**src/shared/fdt_pkg.sv**
```systemverilog
package fdt_pkg;

  // ----------------------------------------------------------------
  // register offsets
  // ----------------------------------------------------------------
  localparam logic [7:0] FAN1_DUTY_NOW_OFS      = 8'h30;
  localparam logic [7:0] FAN2_DUTY_NOW_OFS      = 8'h31;
  localparam logic [7:0] FAN3_DUTY_NOW_OFS      = 8'h32;
  localparam logic [7:0] REMOTE1_TARGET_OFS     = 8'h33;
  localparam logic [7:0] LOCAL_TARGET_OFS       = 8'h34;
  localparam logic [7:0] REMOTE2_TARGET_OFS     = 8'h35;
  localparam logic [7:0] DYN_CTRL_A_OFS         = 8'h36;
  localparam logic [7:0] DYN_CTRL_B_OFS         = 8'h37;
  localparam logic [7:0] STATUS_OFS             = 8'h38;

  // ----------------------------------------------------------------
  // reset values
  // ----------------------------------------------------------------
  localparam logic [7:0] DUTY_RESET             = 8'hff;
  localparam logic [7:0] TARGET_RESET           = 8'h64;
  localparam logic [7:0] DYN_CTRL_RESET         = 8'h00;
  localparam logic [7:0] DUTY_ZERO              = 8'h00;
  localparam logic [7:0] READ_ZERO              = 8'h00;

  // ----------------------------------------------------------------
  // control a field positions
  // ----------------------------------------------------------------
  localparam int CTRL_A_R2_INTERVAL_MSB = 0;
  localparam int CTRL_A_RESERVED        = 1;
  localparam int CTRL_A_R1_CAPTURE      = 2;
  localparam int CTRL_A_LOC_CAPTURE     = 3;
  localparam int CTRL_A_R2_CAPTURE      = 4;
  localparam int CTRL_A_R1_DYN          = 5;
  localparam int CTRL_A_LOC_DYN         = 6;
  localparam int CTRL_A_R2_DYN          = 7;
  localparam logic [7:0] CTRL_A_WR_MASK = 8'hfd;

  // control b: remote1 code [2:0], local code [5:3], remote2 low [7:6]
  localparam int CTRL_B_R1_LSB  = 0;
  localparam int CTRL_B_LOC_LSB = 3;
  localparam int CTRL_B_R2_LSB  = 6;

  // ----------------------------------------------------------------
  // channels and interval timing
  // ----------------------------------------------------------------
  localparam int NUM_CH       = 3;
  localparam int CH_REMOTE1   = 0;
  localparam int CH_LOCAL     = 1;
  localparam int CH_REMOTE2   = 2;
  localparam int CNT_W        = 11;
  localparam logic [CNT_W-1:0] DEC_BASE_CYCLES = 11'h004;
  localparam logic [CNT_W-1:0] INC_BASE_CYCLES = 11'h008;

  typedef enum logic [1:0] {FDT_ADJ_IDLE, FDT_ADJ_WAIT, FDT_ADJ_FIRE} fdt_adj_type;

  typedef struct packed {
    logic       wr;
    logic       rd;
    logic [7:0] addr;
    logic [7:0] wdata;
  } fdt_bus_type;

  typedef struct packed {
    logic [7:0] remote1;
    logic [7:0] local_t;
    logic [7:0] remote2;
  } fdt_temps_type;

endpackage

```
**src/core/fdt_interval_cnt.sv**
```systemverilog
`timescale 1ns/1ps
module fdt_interval_cnt (
  input  wire logic                     clk,
  input  wire logic                     nrst,
  input  wire logic                     run,
  input  wire logic                     tick,
  input  wire logic [2:0]               code,
  output logic                          dec_due,
  output logic                          inc_due
);
  import fdt_pkg::*;

  logic [fdt_pkg::CNT_W-1:0] cnt_q;
  logic [fdt_pkg::CNT_W-1:0] dec_len;
  logic [fdt_pkg::CNT_W-1:0] inc_len;

  // ----------------------------------------------------------------
  // doubling per code step
  // ----------------------------------------------------------------
  assign dec_len = DEC_BASE_CYCLES << code;
  assign inc_len = INC_BASE_CYCLES << code;

  always_ff @(posedge clk) begin
    if (!nrst || !run) begin
      cnt_q <= '0;
    end else if (tick) begin
      if (cnt_q == inc_len - 11'h001) begin
        cnt_q <= '0;
      end else begin
        cnt_q <= cnt_q + 11'h001;
      end
    end
  end

  always_ff @(posedge clk) begin
    if (!nrst) begin
      dec_due <= 1'b0;
      inc_due <= 1'b0;
    end else begin
      dec_due <= run && tick && ((cnt_q == dec_len - 11'h001) ||
                 (cnt_q == inc_len - 11'h001));
      inc_due <= run && tick && (cnt_q == inc_len - 11'h001);
    end
  end

endmodule

```
**src/core/fdt_regs.sv**
```systemverilog
`timescale 1ns/1ps
module fdt_regs (
  input  wire logic                  clk,
  input  wire logic                  nrst,
  input  wire fdt_pkg::fdt_bus_type  bus,
  output logic [7:0]                 rdata,
  input  wire logic                  config_lock,
  input  wire logic                  auto_mode,
  input  wire logic                  monitor_tick,
  input  wire logic                  thermal_alarm_pin,
  input  wire fdt_pkg::fdt_temps_type temps,
  input  wire logic [2:0]            auto_duty_valid,
  input  wire logic [23:0]           auto_duty,
  input  wire logic [2:0]            fan_startup,
  output logic [23:0]                pwm_duty,
  output logic [23:0]                target_temp,
  output logic [2:0]                 dyn_adjust_en,
  output logic [2:0]                 start_temp_dec,
  output logic [2:0]                 start_temp_inc
);
  import fdt_pkg::*;

  // ----------------------------------------------------------------
  // storage
  // ----------------------------------------------------------------
  logic [7:0]  duty_q   [NUM_CH];
  logic [7:0]  target_q [NUM_CH];
  logic [7:0]  ctrl_a_q;
  logic [7:0]  ctrl_b_q;
  logic        alarm_q;
  logic        alarm_rise;
  logic [2:0]  capture_en;
  logic [2:0]  interval_code [NUM_CH];
  logic [2:0]  dec_due;
  logic [2:0]  inc_due;
  logic [7:0]  cur_temp [NUM_CH];
  fdt_adj_type adj_state_q;

  function automatic logic hit(input logic [7:0] a, input logic [7:0] ofs);
    hit = (a == ofs);
  endfunction

  function automatic logic [7:0] duty_ofs(input int ch);
    duty_ofs = FAN1_DUTY_NOW_OFS + 8'(ch);
  endfunction

  function automatic logic [7:0] target_ofs(input int ch);
    target_ofs = REMOTE1_TARGET_OFS + 8'(ch);
  endfunction

  assign cur_temp[CH_REMOTE1] = temps.remote1;
  assign cur_temp[CH_LOCAL]   = temps.local_t;
  assign cur_temp[CH_REMOTE2] = temps.remote2;

  assign capture_en = ctrl_a_q[CTRL_A_R2_CAPTURE:CTRL_A_R1_CAPTURE];
  assign alarm_rise = thermal_alarm_pin && !alarm_q;

  // ----------------------------------------------------------------
  // interval codes
  // ----------------------------------------------------------------
  assign interval_code[CH_REMOTE1] = ctrl_b_q[CTRL_B_R1_LSB +: 3];
  assign interval_code[CH_LOCAL]   = ctrl_b_q[CTRL_B_LOC_LSB +: 3];
  assign interval_code[CH_REMOTE2] = {ctrl_a_q[CTRL_A_R2_INTERVAL_MSB],
                                      ctrl_b_q[CTRL_B_R2_LSB +: 2]};

  // ----------------------------------------------------------------
  // alarm edge
  // ----------------------------------------------------------------
  always_ff @(posedge clk) begin
    if (!nrst) begin
      alarm_q <= 1'b0;
    end else begin
      alarm_q <= thermal_alarm_pin;
    end
  end

  // ----------------------------------------------------------------
  // per-channel duty, target, interval
  // ----------------------------------------------------------------
  generate
    for (genvar ch = 0; ch < NUM_CH; ch++) begin : g_ch
      always_ff @(posedge clk) begin
        if (!nrst) begin
          duty_q[ch] <= DUTY_RESET;
        end else if (auto_mode) begin
          if (auto_duty_valid[ch]) begin
            duty_q[ch] <= auto_duty[ch*8 +: 8];
          end
        end else if (bus.wr && hit(bus.addr, duty_ofs(ch))) begin
          duty_q[ch] <= bus.wdata;
        end
      end

      always_ff @(posedge clk) begin
        if (!nrst) begin
          target_q[ch] <= TARGET_RESET;
        end else if (alarm_rise && capture_en[ch]) begin
          target_q[ch] <= cur_temp[ch];
        end else if (bus.wr && !config_lock && hit(bus.addr, target_ofs(ch))) begin
          target_q[ch] <= bus.wdata;
        end
      end

      fdt_interval_cnt u_cnt (
        .clk     (clk),
        .nrst    (nrst),
        .run     (dyn_adjust_en[ch]),
        .tick    (monitor_tick),
        .code    (interval_code[ch]),
        .dec_due (dec_due[ch]),
        .inc_due (inc_due[ch])
      );

      always_ff @(posedge clk) begin
        if (!nrst) begin
          pwm_duty[ch*8 +: 8]    <= DUTY_RESET;
          target_temp[ch*8 +: 8] <= TARGET_RESET;
        end else begin
          pwm_duty[ch*8 +: 8]    <= duty_q[ch];
          target_temp[ch*8 +: 8] <= target_q[ch];
        end
      end
    end
  endgenerate

  // ----------------------------------------------------------------
  // dynamic control registers
  // ----------------------------------------------------------------
  always_ff @(posedge clk) begin
    if (!nrst) begin
      ctrl_a_q <= DYN_CTRL_RESET;
    end else if (bus.wr && !config_lock && hit(bus.addr, DYN_CTRL_A_OFS)) begin
      ctrl_a_q <= bus.wdata & CTRL_A_WR_MASK;
    end
  end

  always_ff @(posedge clk) begin
    if (!nrst) begin
      ctrl_b_q <= DYN_CTRL_RESET;
    end else if (bus.wr && hit(bus.addr, DYN_CTRL_B_OFS)) begin
      ctrl_b_q <= bus.wdata;
    end
  end

  always_ff @(posedge clk) begin
    if (!nrst) begin
      dyn_adjust_en <= '0;
    end else begin
      dyn_adjust_en[CH_REMOTE1] <= ctrl_a_q[CTRL_A_R1_DYN];
      dyn_adjust_en[CH_LOCAL]   <= ctrl_a_q[CTRL_A_LOC_DYN];
      dyn_adjust_en[CH_REMOTE2] <= ctrl_a_q[CTRL_A_R2_DYN];
    end
  end

  // ----------------------------------------------------------------
  // adjustment pacing pulses
  // ----------------------------------------------------------------
  always_ff @(posedge clk) begin
    if (!nrst) begin
      adj_state_q <= FDT_ADJ_IDLE;
    end else begin
      case (adj_state_q)
        FDT_ADJ_IDLE: adj_state_q <= (|dyn_adjust_en) ? FDT_ADJ_WAIT : FDT_ADJ_IDLE;
        FDT_ADJ_WAIT: adj_state_q <= (|dyn_adjust_en) ?
                                     ((|dec_due) ? FDT_ADJ_FIRE : FDT_ADJ_WAIT) : FDT_ADJ_IDLE;
        FDT_ADJ_FIRE: adj_state_q <= (|dyn_adjust_en) ? FDT_ADJ_WAIT : FDT_ADJ_IDLE;
        default:      adj_state_q <= FDT_ADJ_IDLE;
      endcase
    end
  end

  always_ff @(posedge clk) begin
    if (!nrst) begin
      start_temp_dec <= '0;
      start_temp_inc <= '0;
    end else begin
      start_temp_dec <= dec_due & dyn_adjust_en;
      start_temp_inc <= inc_due & dyn_adjust_en;
    end
  end

  // ----------------------------------------------------------------
  // read port
  // ----------------------------------------------------------------
  always_ff @(posedge clk) begin
    if (!nrst) begin
      rdata <= READ_ZERO;
    end else if (bus.rd) begin
      rdata <= READ_ZERO;
      for (int ch = 0; ch < NUM_CH; ch++) begin
        if (hit(bus.addr, duty_ofs(ch))) begin
          rdata <= fan_startup[ch] ? DUTY_ZERO : duty_q[ch];
        end
        if (hit(bus.addr, target_ofs(ch))) begin
          rdata <= target_q[ch];
        end
      end
      if (hit(bus.addr, DYN_CTRL_A_OFS)) begin
        rdata <= ctrl_a_q;
      end
      if (hit(bus.addr, DYN_CTRL_B_OFS)) begin
        rdata <= ctrl_b_q;
      end
      if (hit(bus.addr, STATUS_OFS)) begin
        rdata <= {3'h0, adj_state_q != FDT_ADJ_IDLE, config_lock, dyn_adjust_en};
      end
    end else begin
      rdata <= READ_ZERO;
    end
  end

endmodule

```
**config.mk**
```make
export PLATFORM = sky130hd
export DESIGN_NAME = fdt_regs
export DESIGN_NICKNAME = d
export VERILOG_FILES = /design/src/shared/fdt_pkg.sv /design/src/core/fdt_interval_cnt.sv /design/src/core/fdt_regs.sv
export SDC_FILE = /design/constraint.sdc
export NUM_CORES = 1
export LEC_CHECK = 0
export ABC_CLOCK_PERIOD_IN_PS = 7500
export BUFFER_PORTS_ARGS = -buffer_cell sky130_fd_sc_hd__buf_4
export CAP_MARGIN = 5
export CORE_AREA = 2 2 184 186
export DETAILED_ROUTE_END_ITERATION = 10
export DIE_AREA = 0 0 186 188
export PLACE_DENSITY_LB_ADDON = 0.05
export RECOVER_POWER = 50
export SYNTH_ARGS = -nofsm -noshare
export SYNTH_HDL_FRONTEND = slang
export SYNTH_SLANG_ARGS = --single-unit
```
**constraint.sdc**
```tcl
create_clock -name clk -period 7.5 [get_ports clk]
set_clock_uncertainty 0.2 [all_clocks]
set_input_delay 0.375 -clock clk [delete_from_list [all_inputs] [get_ports clk]]
set_output_delay 0.375 -clock clk [all_outputs]
set_load 0.1 [all_outputs]
```
## Word level (Yosys, flattened, before mapping)

Memories as Yosys holds them, arrays and structs flattened.
Index checks and enable logic that the tools add are counted.
W data, S select, Z words.

| storage, ports and cells | value |
|---|---|
| bits in registers | 122 |
| latch bits | 0 |
| RAM bits | 48 |
| ROM bits | 0 |
| bits of input ports | 78 |
| output and inout bits | 65 |
| word-level logic and storage cells | 192 |
| memories | 2 |

Memories:

| name | depth | width | rd ports | clocked after Yosys merged registers in | write ports | RTL line | text |
|---|---|---|---|---|---|---|---|
| duty_q | 3 | 8 | 3 | 0 | 3 | fdt_regs.sv:26 | `logic [7:0] duty_q [NUM_CH];` |
| target_q | 3 | 8 | 3 | 0 | 3 | fdt_regs.sv:27 | `logic [7:0] target_q [NUM_CH];` |

| cells by class | value |
|---|---|
| $add $sub $neg | 9 |
| $mul | 0 |
| div/mod/pow operators | 0 |
| order comparisons | 0 |
| eq/ne operators | 17 |
| shift-type cells | 6 |
| mux-type cells | 77 |
| bitwise operators | 16 |
| reductions and logical operators | 41 |

Operators by type and width:

| operator | number |
|---|---|
| $mux W8 | 23 |
| $eq A8 B6 Y1 const B | 9 |
| $eq A11 B11 Y1 | 6 |
| $sub A11 B1 Y11 const B | 6 |
| $mux W1 | 47 |
| $add A11 B1 Y11 const B | 3 |
| $mux W11 | 3 |
| $shl A3 B3 Y11 const A | 3 |
| $shl A4 B3 Y11 const A | 3 |
| $logic_and A1 B1 Y1 | 22 |
| $or A1 B1 Y1 | 12 |
| $reduce_or A3 Y1 | 3 |
| $and A3 B3 Y3 | 2 |
| $logic_not A1 Y1 | 6 |
| $logic_or A1 B1 Y1 | 6 |
| $mux W5 | 1 |
| $mux W2 | 2 |
| $pmux W2 S2 | 1 |
| $eq A2 B1 Y1 const B | 1 |
| $eq A2 B2 Y1 const B | 1 |
| $logic_not A2 Y1 | 1 |
| $not A1 Y1 | 2 |
| $reduce_and A2 Y1 | 1 |
| $reduce_bool A2 Y1 | 1 |
| $reduce_or A2 Y1 | 1 |

## Depth between registers and ports, before layout

An unclocked memory read counts as a cell.

| logic depth | value |
|---|---|
| depth after elaboration | 11 |
| depth in mapped cells | 11 |
| gate-level depth less buffers | 8 |

## Cells and area by module

From an unflattened synthesis, not the netlist that was laid out.

| unflattened totals | value |
|---|---|
| cells, all modules | 806 |
| area total of the unflattened synthesis | 7953.9 um2 |

Modules (own cells, without submodules):

| module | times used | cells an instance | area an instance (um2) | seq. area each (um2) |
|---|---|---|---|---|
| fdt_regs | 1 | 497 | 5431.5 | 3103.0 |
| fdt_interval_cnt | 3 | 103 | 840.8 | 260.2 |

## Worst setup path after synthesis

No wires, ideal clock.

| timing | value |
|---|---|
| path kind | flip-flop to flip-flop |
| start point | register ctrl_a_q[0] |
| end point | register g_ch[2].u_cnt.cnt_q[0] (netlist bit) |
| setup time | 0.135 ns |
| data arrival time | 2.473 ns |
| data required time | 7.165 ns |
| setup slack | 4.692 ns |
| stages on the path, launching flop included | 12 |
| buffers on the path | 4 |
| clock period less this slack | 2.808 ns |
| path through | dfxtp_1 buf_6 or3_4 buf_6 ha_1 buf_2 buf_2 nor3_1 o211ai_1 a22o_1 o41ai_4 nor2_1 |

| on the way | value |
|---|---|
| longest elaborated chain between the ends | 4 |

RTL lines:

| item | RTL line | text |
|---|---|---|
| from (decl) | fdt_regs.sv:28 | `logic [7:0] ctrl_a_q;` |
| from (signal assigned) | fdt_regs.sv:133 | `ctrl_a_q <= bus.wdata & CTRL_A_WR_MASK;` |
| $shl A4 B3 Y11 | fdt_interval_cnt.sv:21 | `assign inc_len = INC_BASE_CYCLES << code;` |
| $sub A11 B1 Y11 | fdt_interval_cnt.sv:27 | `if (cnt_q == inc_len - 11'h001) begin` |
| $eq A11 B11 Y1 | fdt_interval_cnt.sv:27 |  |
| $mux W11 | fdt_interval_cnt.sv:27 |  |
| to (signal assigned) | fdt_interval_cnt.sv:30 | `cnt_q <= cnt_q + 11'h001;` |
| to (decl) | fdt_interval_cnt.sv:13 | `logic [fdt_pkg::CNT_W-1:0] cnt_q;` |

No other way between the ends.
A chain may end at the register's enable or synchronous reset.

==> reports/summary.txt <==
Main combinational cell family by area after synthesis: simple AND/OR/NAND/NOR gates
Initial antenna violation count: 0
Post-Synth XOR/XNOR Area: 5.40%
Slew @ Worst Pin: 2.15 ns
Post-synth top area share: 30.1%
Die span in x: 186 um
Worst-path fanout max: 51
Ant diodes: 0
Asr flop ratio synth: 0%
Critical R2R Launch: ctrl_a_q[0]
Routed WL: 28000 um
Top cells by count, synth: dfxtp_1, edfxtp_1, nand2_1, clkbuf_1, nand2b_1
Die area: 35000 um2
Synth Area in Simple Gates: 21.7%
Worst Setup End Kind: flop
Cell mode on critical path: nand3_1
Total leakage power: 0.00335 uW
Post-route clock period utilization: 48.3%
Achievable frequency: 276 MHz
Register share of total power: 47.0%
Total negative slack: 0 ns
CTS Sinks: 170
Clk pwr share: 42.9%
Yosys reg bits: 170
Sequential area share after synthesis: 47.8%
CTS H-tree lvls: 4
Via count: 6567
Pwr Density: 213 nW/um2
Critical Path Source Type: input port
Top cells by area, synth: dfxtp_1, edfxtp_1, o22a_1
HPWL after detailed placement: 20400 um
Slowest-stage cell, CP: clkbuf_1
Area Growth Syn to Fin: 21.0%
Final min period: 3.62 ns
DP Area: 9460 um2
Outcome: finished, violations left
Gate Count Post-Synth: 817
Syn_nets: 899
Max-cap violations: 1
Sw frac: 28.7%
Final hold vios: 0
Top FF cell, synth: dfxtp_1
Largest net degree at the start of global routing: 52
CP peak stage delay: 1.49 ns
WP data arrival: 3.51 ns
# setup viols final: 0
Row count: 67
Crit path from: nrst
Hold/Removal Path Class: in2reg
Area leader, netlist: dfxtp_1
TritonCTS Buffers: 17
First-pass detailed-route iteration total: 5
Antenna viol nets, final: 0
Combinational power share: 10.1%
GRT Overall Usage: 16.4%
Syn_area_per_cell: 9.95 um2
Clock root buffer: clkbuf_16
Fin. max-slew vios: 52
Core area: 33100 um2
DIE HEIGHT: 188 um
RSZ-0062 raised after global routing: false
Mux cell area share after synthesis: 4.07%
HP Start: auto_duty[16]
Grt ovf: 0
Yosys cell types: 76
Cts repair resizes: 0
Fin area: 9830 um2
Required @ worst endpoint: 7.39 ns
Top-count cell post-synth: dfxtp_1
WL per Instance: 20.4 um
Worst-path clk slew: 0.07 ns
Vias in the first global route: 6696
Global-route wire length before repair: 42300 um
Setup CP Type: in2reg
DRT iter0 DRCs: 393
Via/cell ratio: 4.77
Post-synth EDFFs: 48
# nets final: 997
VDD IR max: 0.000166 V
Layout cell share with drive strength beyond 1: 14.1%
Failing checks: max-capacitance violations, max-slew violations
Post-synthesis compound-gate area fraction: 15.9%
Switch Pwr: 601 uW
Max-slew headroom: -43.1%
Synth Area in Adders: 0.616%
Final Wtd Congestion: 0.754
# IOs: 143
CTS Buffer Depth: 2
Warnings, synthesis: 0
Synthesized area: 8130 um2
Starting density of the core: 24.5%
TritonCTS clock tree: yes
Util after Layout: 29.7%
P_int: 1490 uW
Port bufs: 142
Worst-skew pair later-pin latency: 0.45 ns
Crit path cell chain: clkbuf_1 > buf_4 > nand3_1 > nand3_1
# DRC: 0
-- state kept, by name, summed over array words and instances (netlist names) --
register            flops
adj_state_q             2
alarm_q                 1
ctrl_a_q                7
ctrl_b_q                8
duty_q                 24
dyn_adjust_en           3
g_ch.u_cnt.cnt_q       33
g_ch.u_cnt.dec_due      3
g_ch.u_cnt.inc_due      3
pwm_duty               24
rdata                   8
start_temp_dec          3
start_temp_inc          3
target_q               24
target_temp            24
-- logic make-up after synthesis --
group | after synthesis
simple gates | 314
fa+ha+maj | 4
mux | 31
xor+xnor | 48
buf+inv | 84
compound gates | 166
flops | 170
-- area by class of cell --
| class | instances | area (um2) |
|---|---|---|
| Fill cell | 3553 | 23300 |
| Sequential cell | 170 | 3880 |
| Multi-Input combinational cell | 563 | 3870 |
| Timing Repair Buffer | 148 | 871 |
| Tap cell | 448 | 561 |
| Clock buffer | 19 | 464 |
| Clock inverter | 13 | 121 |
| Inverter | 15 | 56.3 |
-- stage by stage --
stage / instances / worst slack [ns] / total power, uW / hold WS (ns)
final: 1376 / 3.88 / 2090 / 0.0220
after global routing: 1376 / 3.53 / 2170 / 0.00856
after CTS: 1376 / 4.03 / 2130 / 0.000167
after detailed placement: 1341 / 4.02 / 1230 / 0.244
after global placement: 1341 / 4.08 / 1230 / 0.243
after floorplan: 817 / 4.69 / 1140 / 0.208
-- power groups by stage --
stage | clock network, uW | logic, uW | registers (uW)
after global placement | 0 | 224 | 1000
final | 897 | 212 | 983
after floorplan | 0 | 56.4 | 1080
after detailed placement | 0 | 223 | 1000
after CTS | 927 | 225 | 983
after global routing | 962 | 223 | 986
-- worst max-delay path: cells and delay by family --
family / cells / cell delay (ns)
simple gates: 2 / 0.89
buf+inv: 2 / 2.18
-- what timing repair did --
action / CTS / global route
endpoints found under the setup margin: 0 / 0
hold buffers: 3 / 0
buffers inserted: 0 / 0
hold endpoints to repair: 3 / 0
-- final timing paths --
path                                 end  slack, ns  cells after the start
setup / recovery            duty_q[2][2]       3.88                      4
hold / removal              duty_q[2][0]       0.02                      2
setup reg to reg  g_ch[2].u_cnt.cnt_q[7]       4.08                      7
hold reg to reg           adj_state_q[0]       0.25                      1
-- layer usage --
metal  part of all wire [%]  vias to the layer above  global-route usage [%]
li1                       -                     3181                       -
met4                    1.3                        0                    4.51
met2                     48                      179                    27.0
met3                    4.2                       18                    2.82
met1                     46                     3189                    21.8
met5                      0                        -                       0
-- cell usage in the layout, fill, tap and decap left out, types with 19 or more instances in the layout --
cell type / count
a21oi_1: 19
a22o_1: 21
buf_4: 79
clkbuf_1: 66
dfxtp_1: 122
edfxtp_1: 48
mux2i_1: 24
nand2_1: 48
nand2b_1: 38
nand3_1: 37
nor2_1: 36
nor2b_1: 29
nor3_1: 28
o22a_1: 33
xnor2_1: 23
xor2_1: 24
No activity file was read; power rests on OpenSTA's default activity.
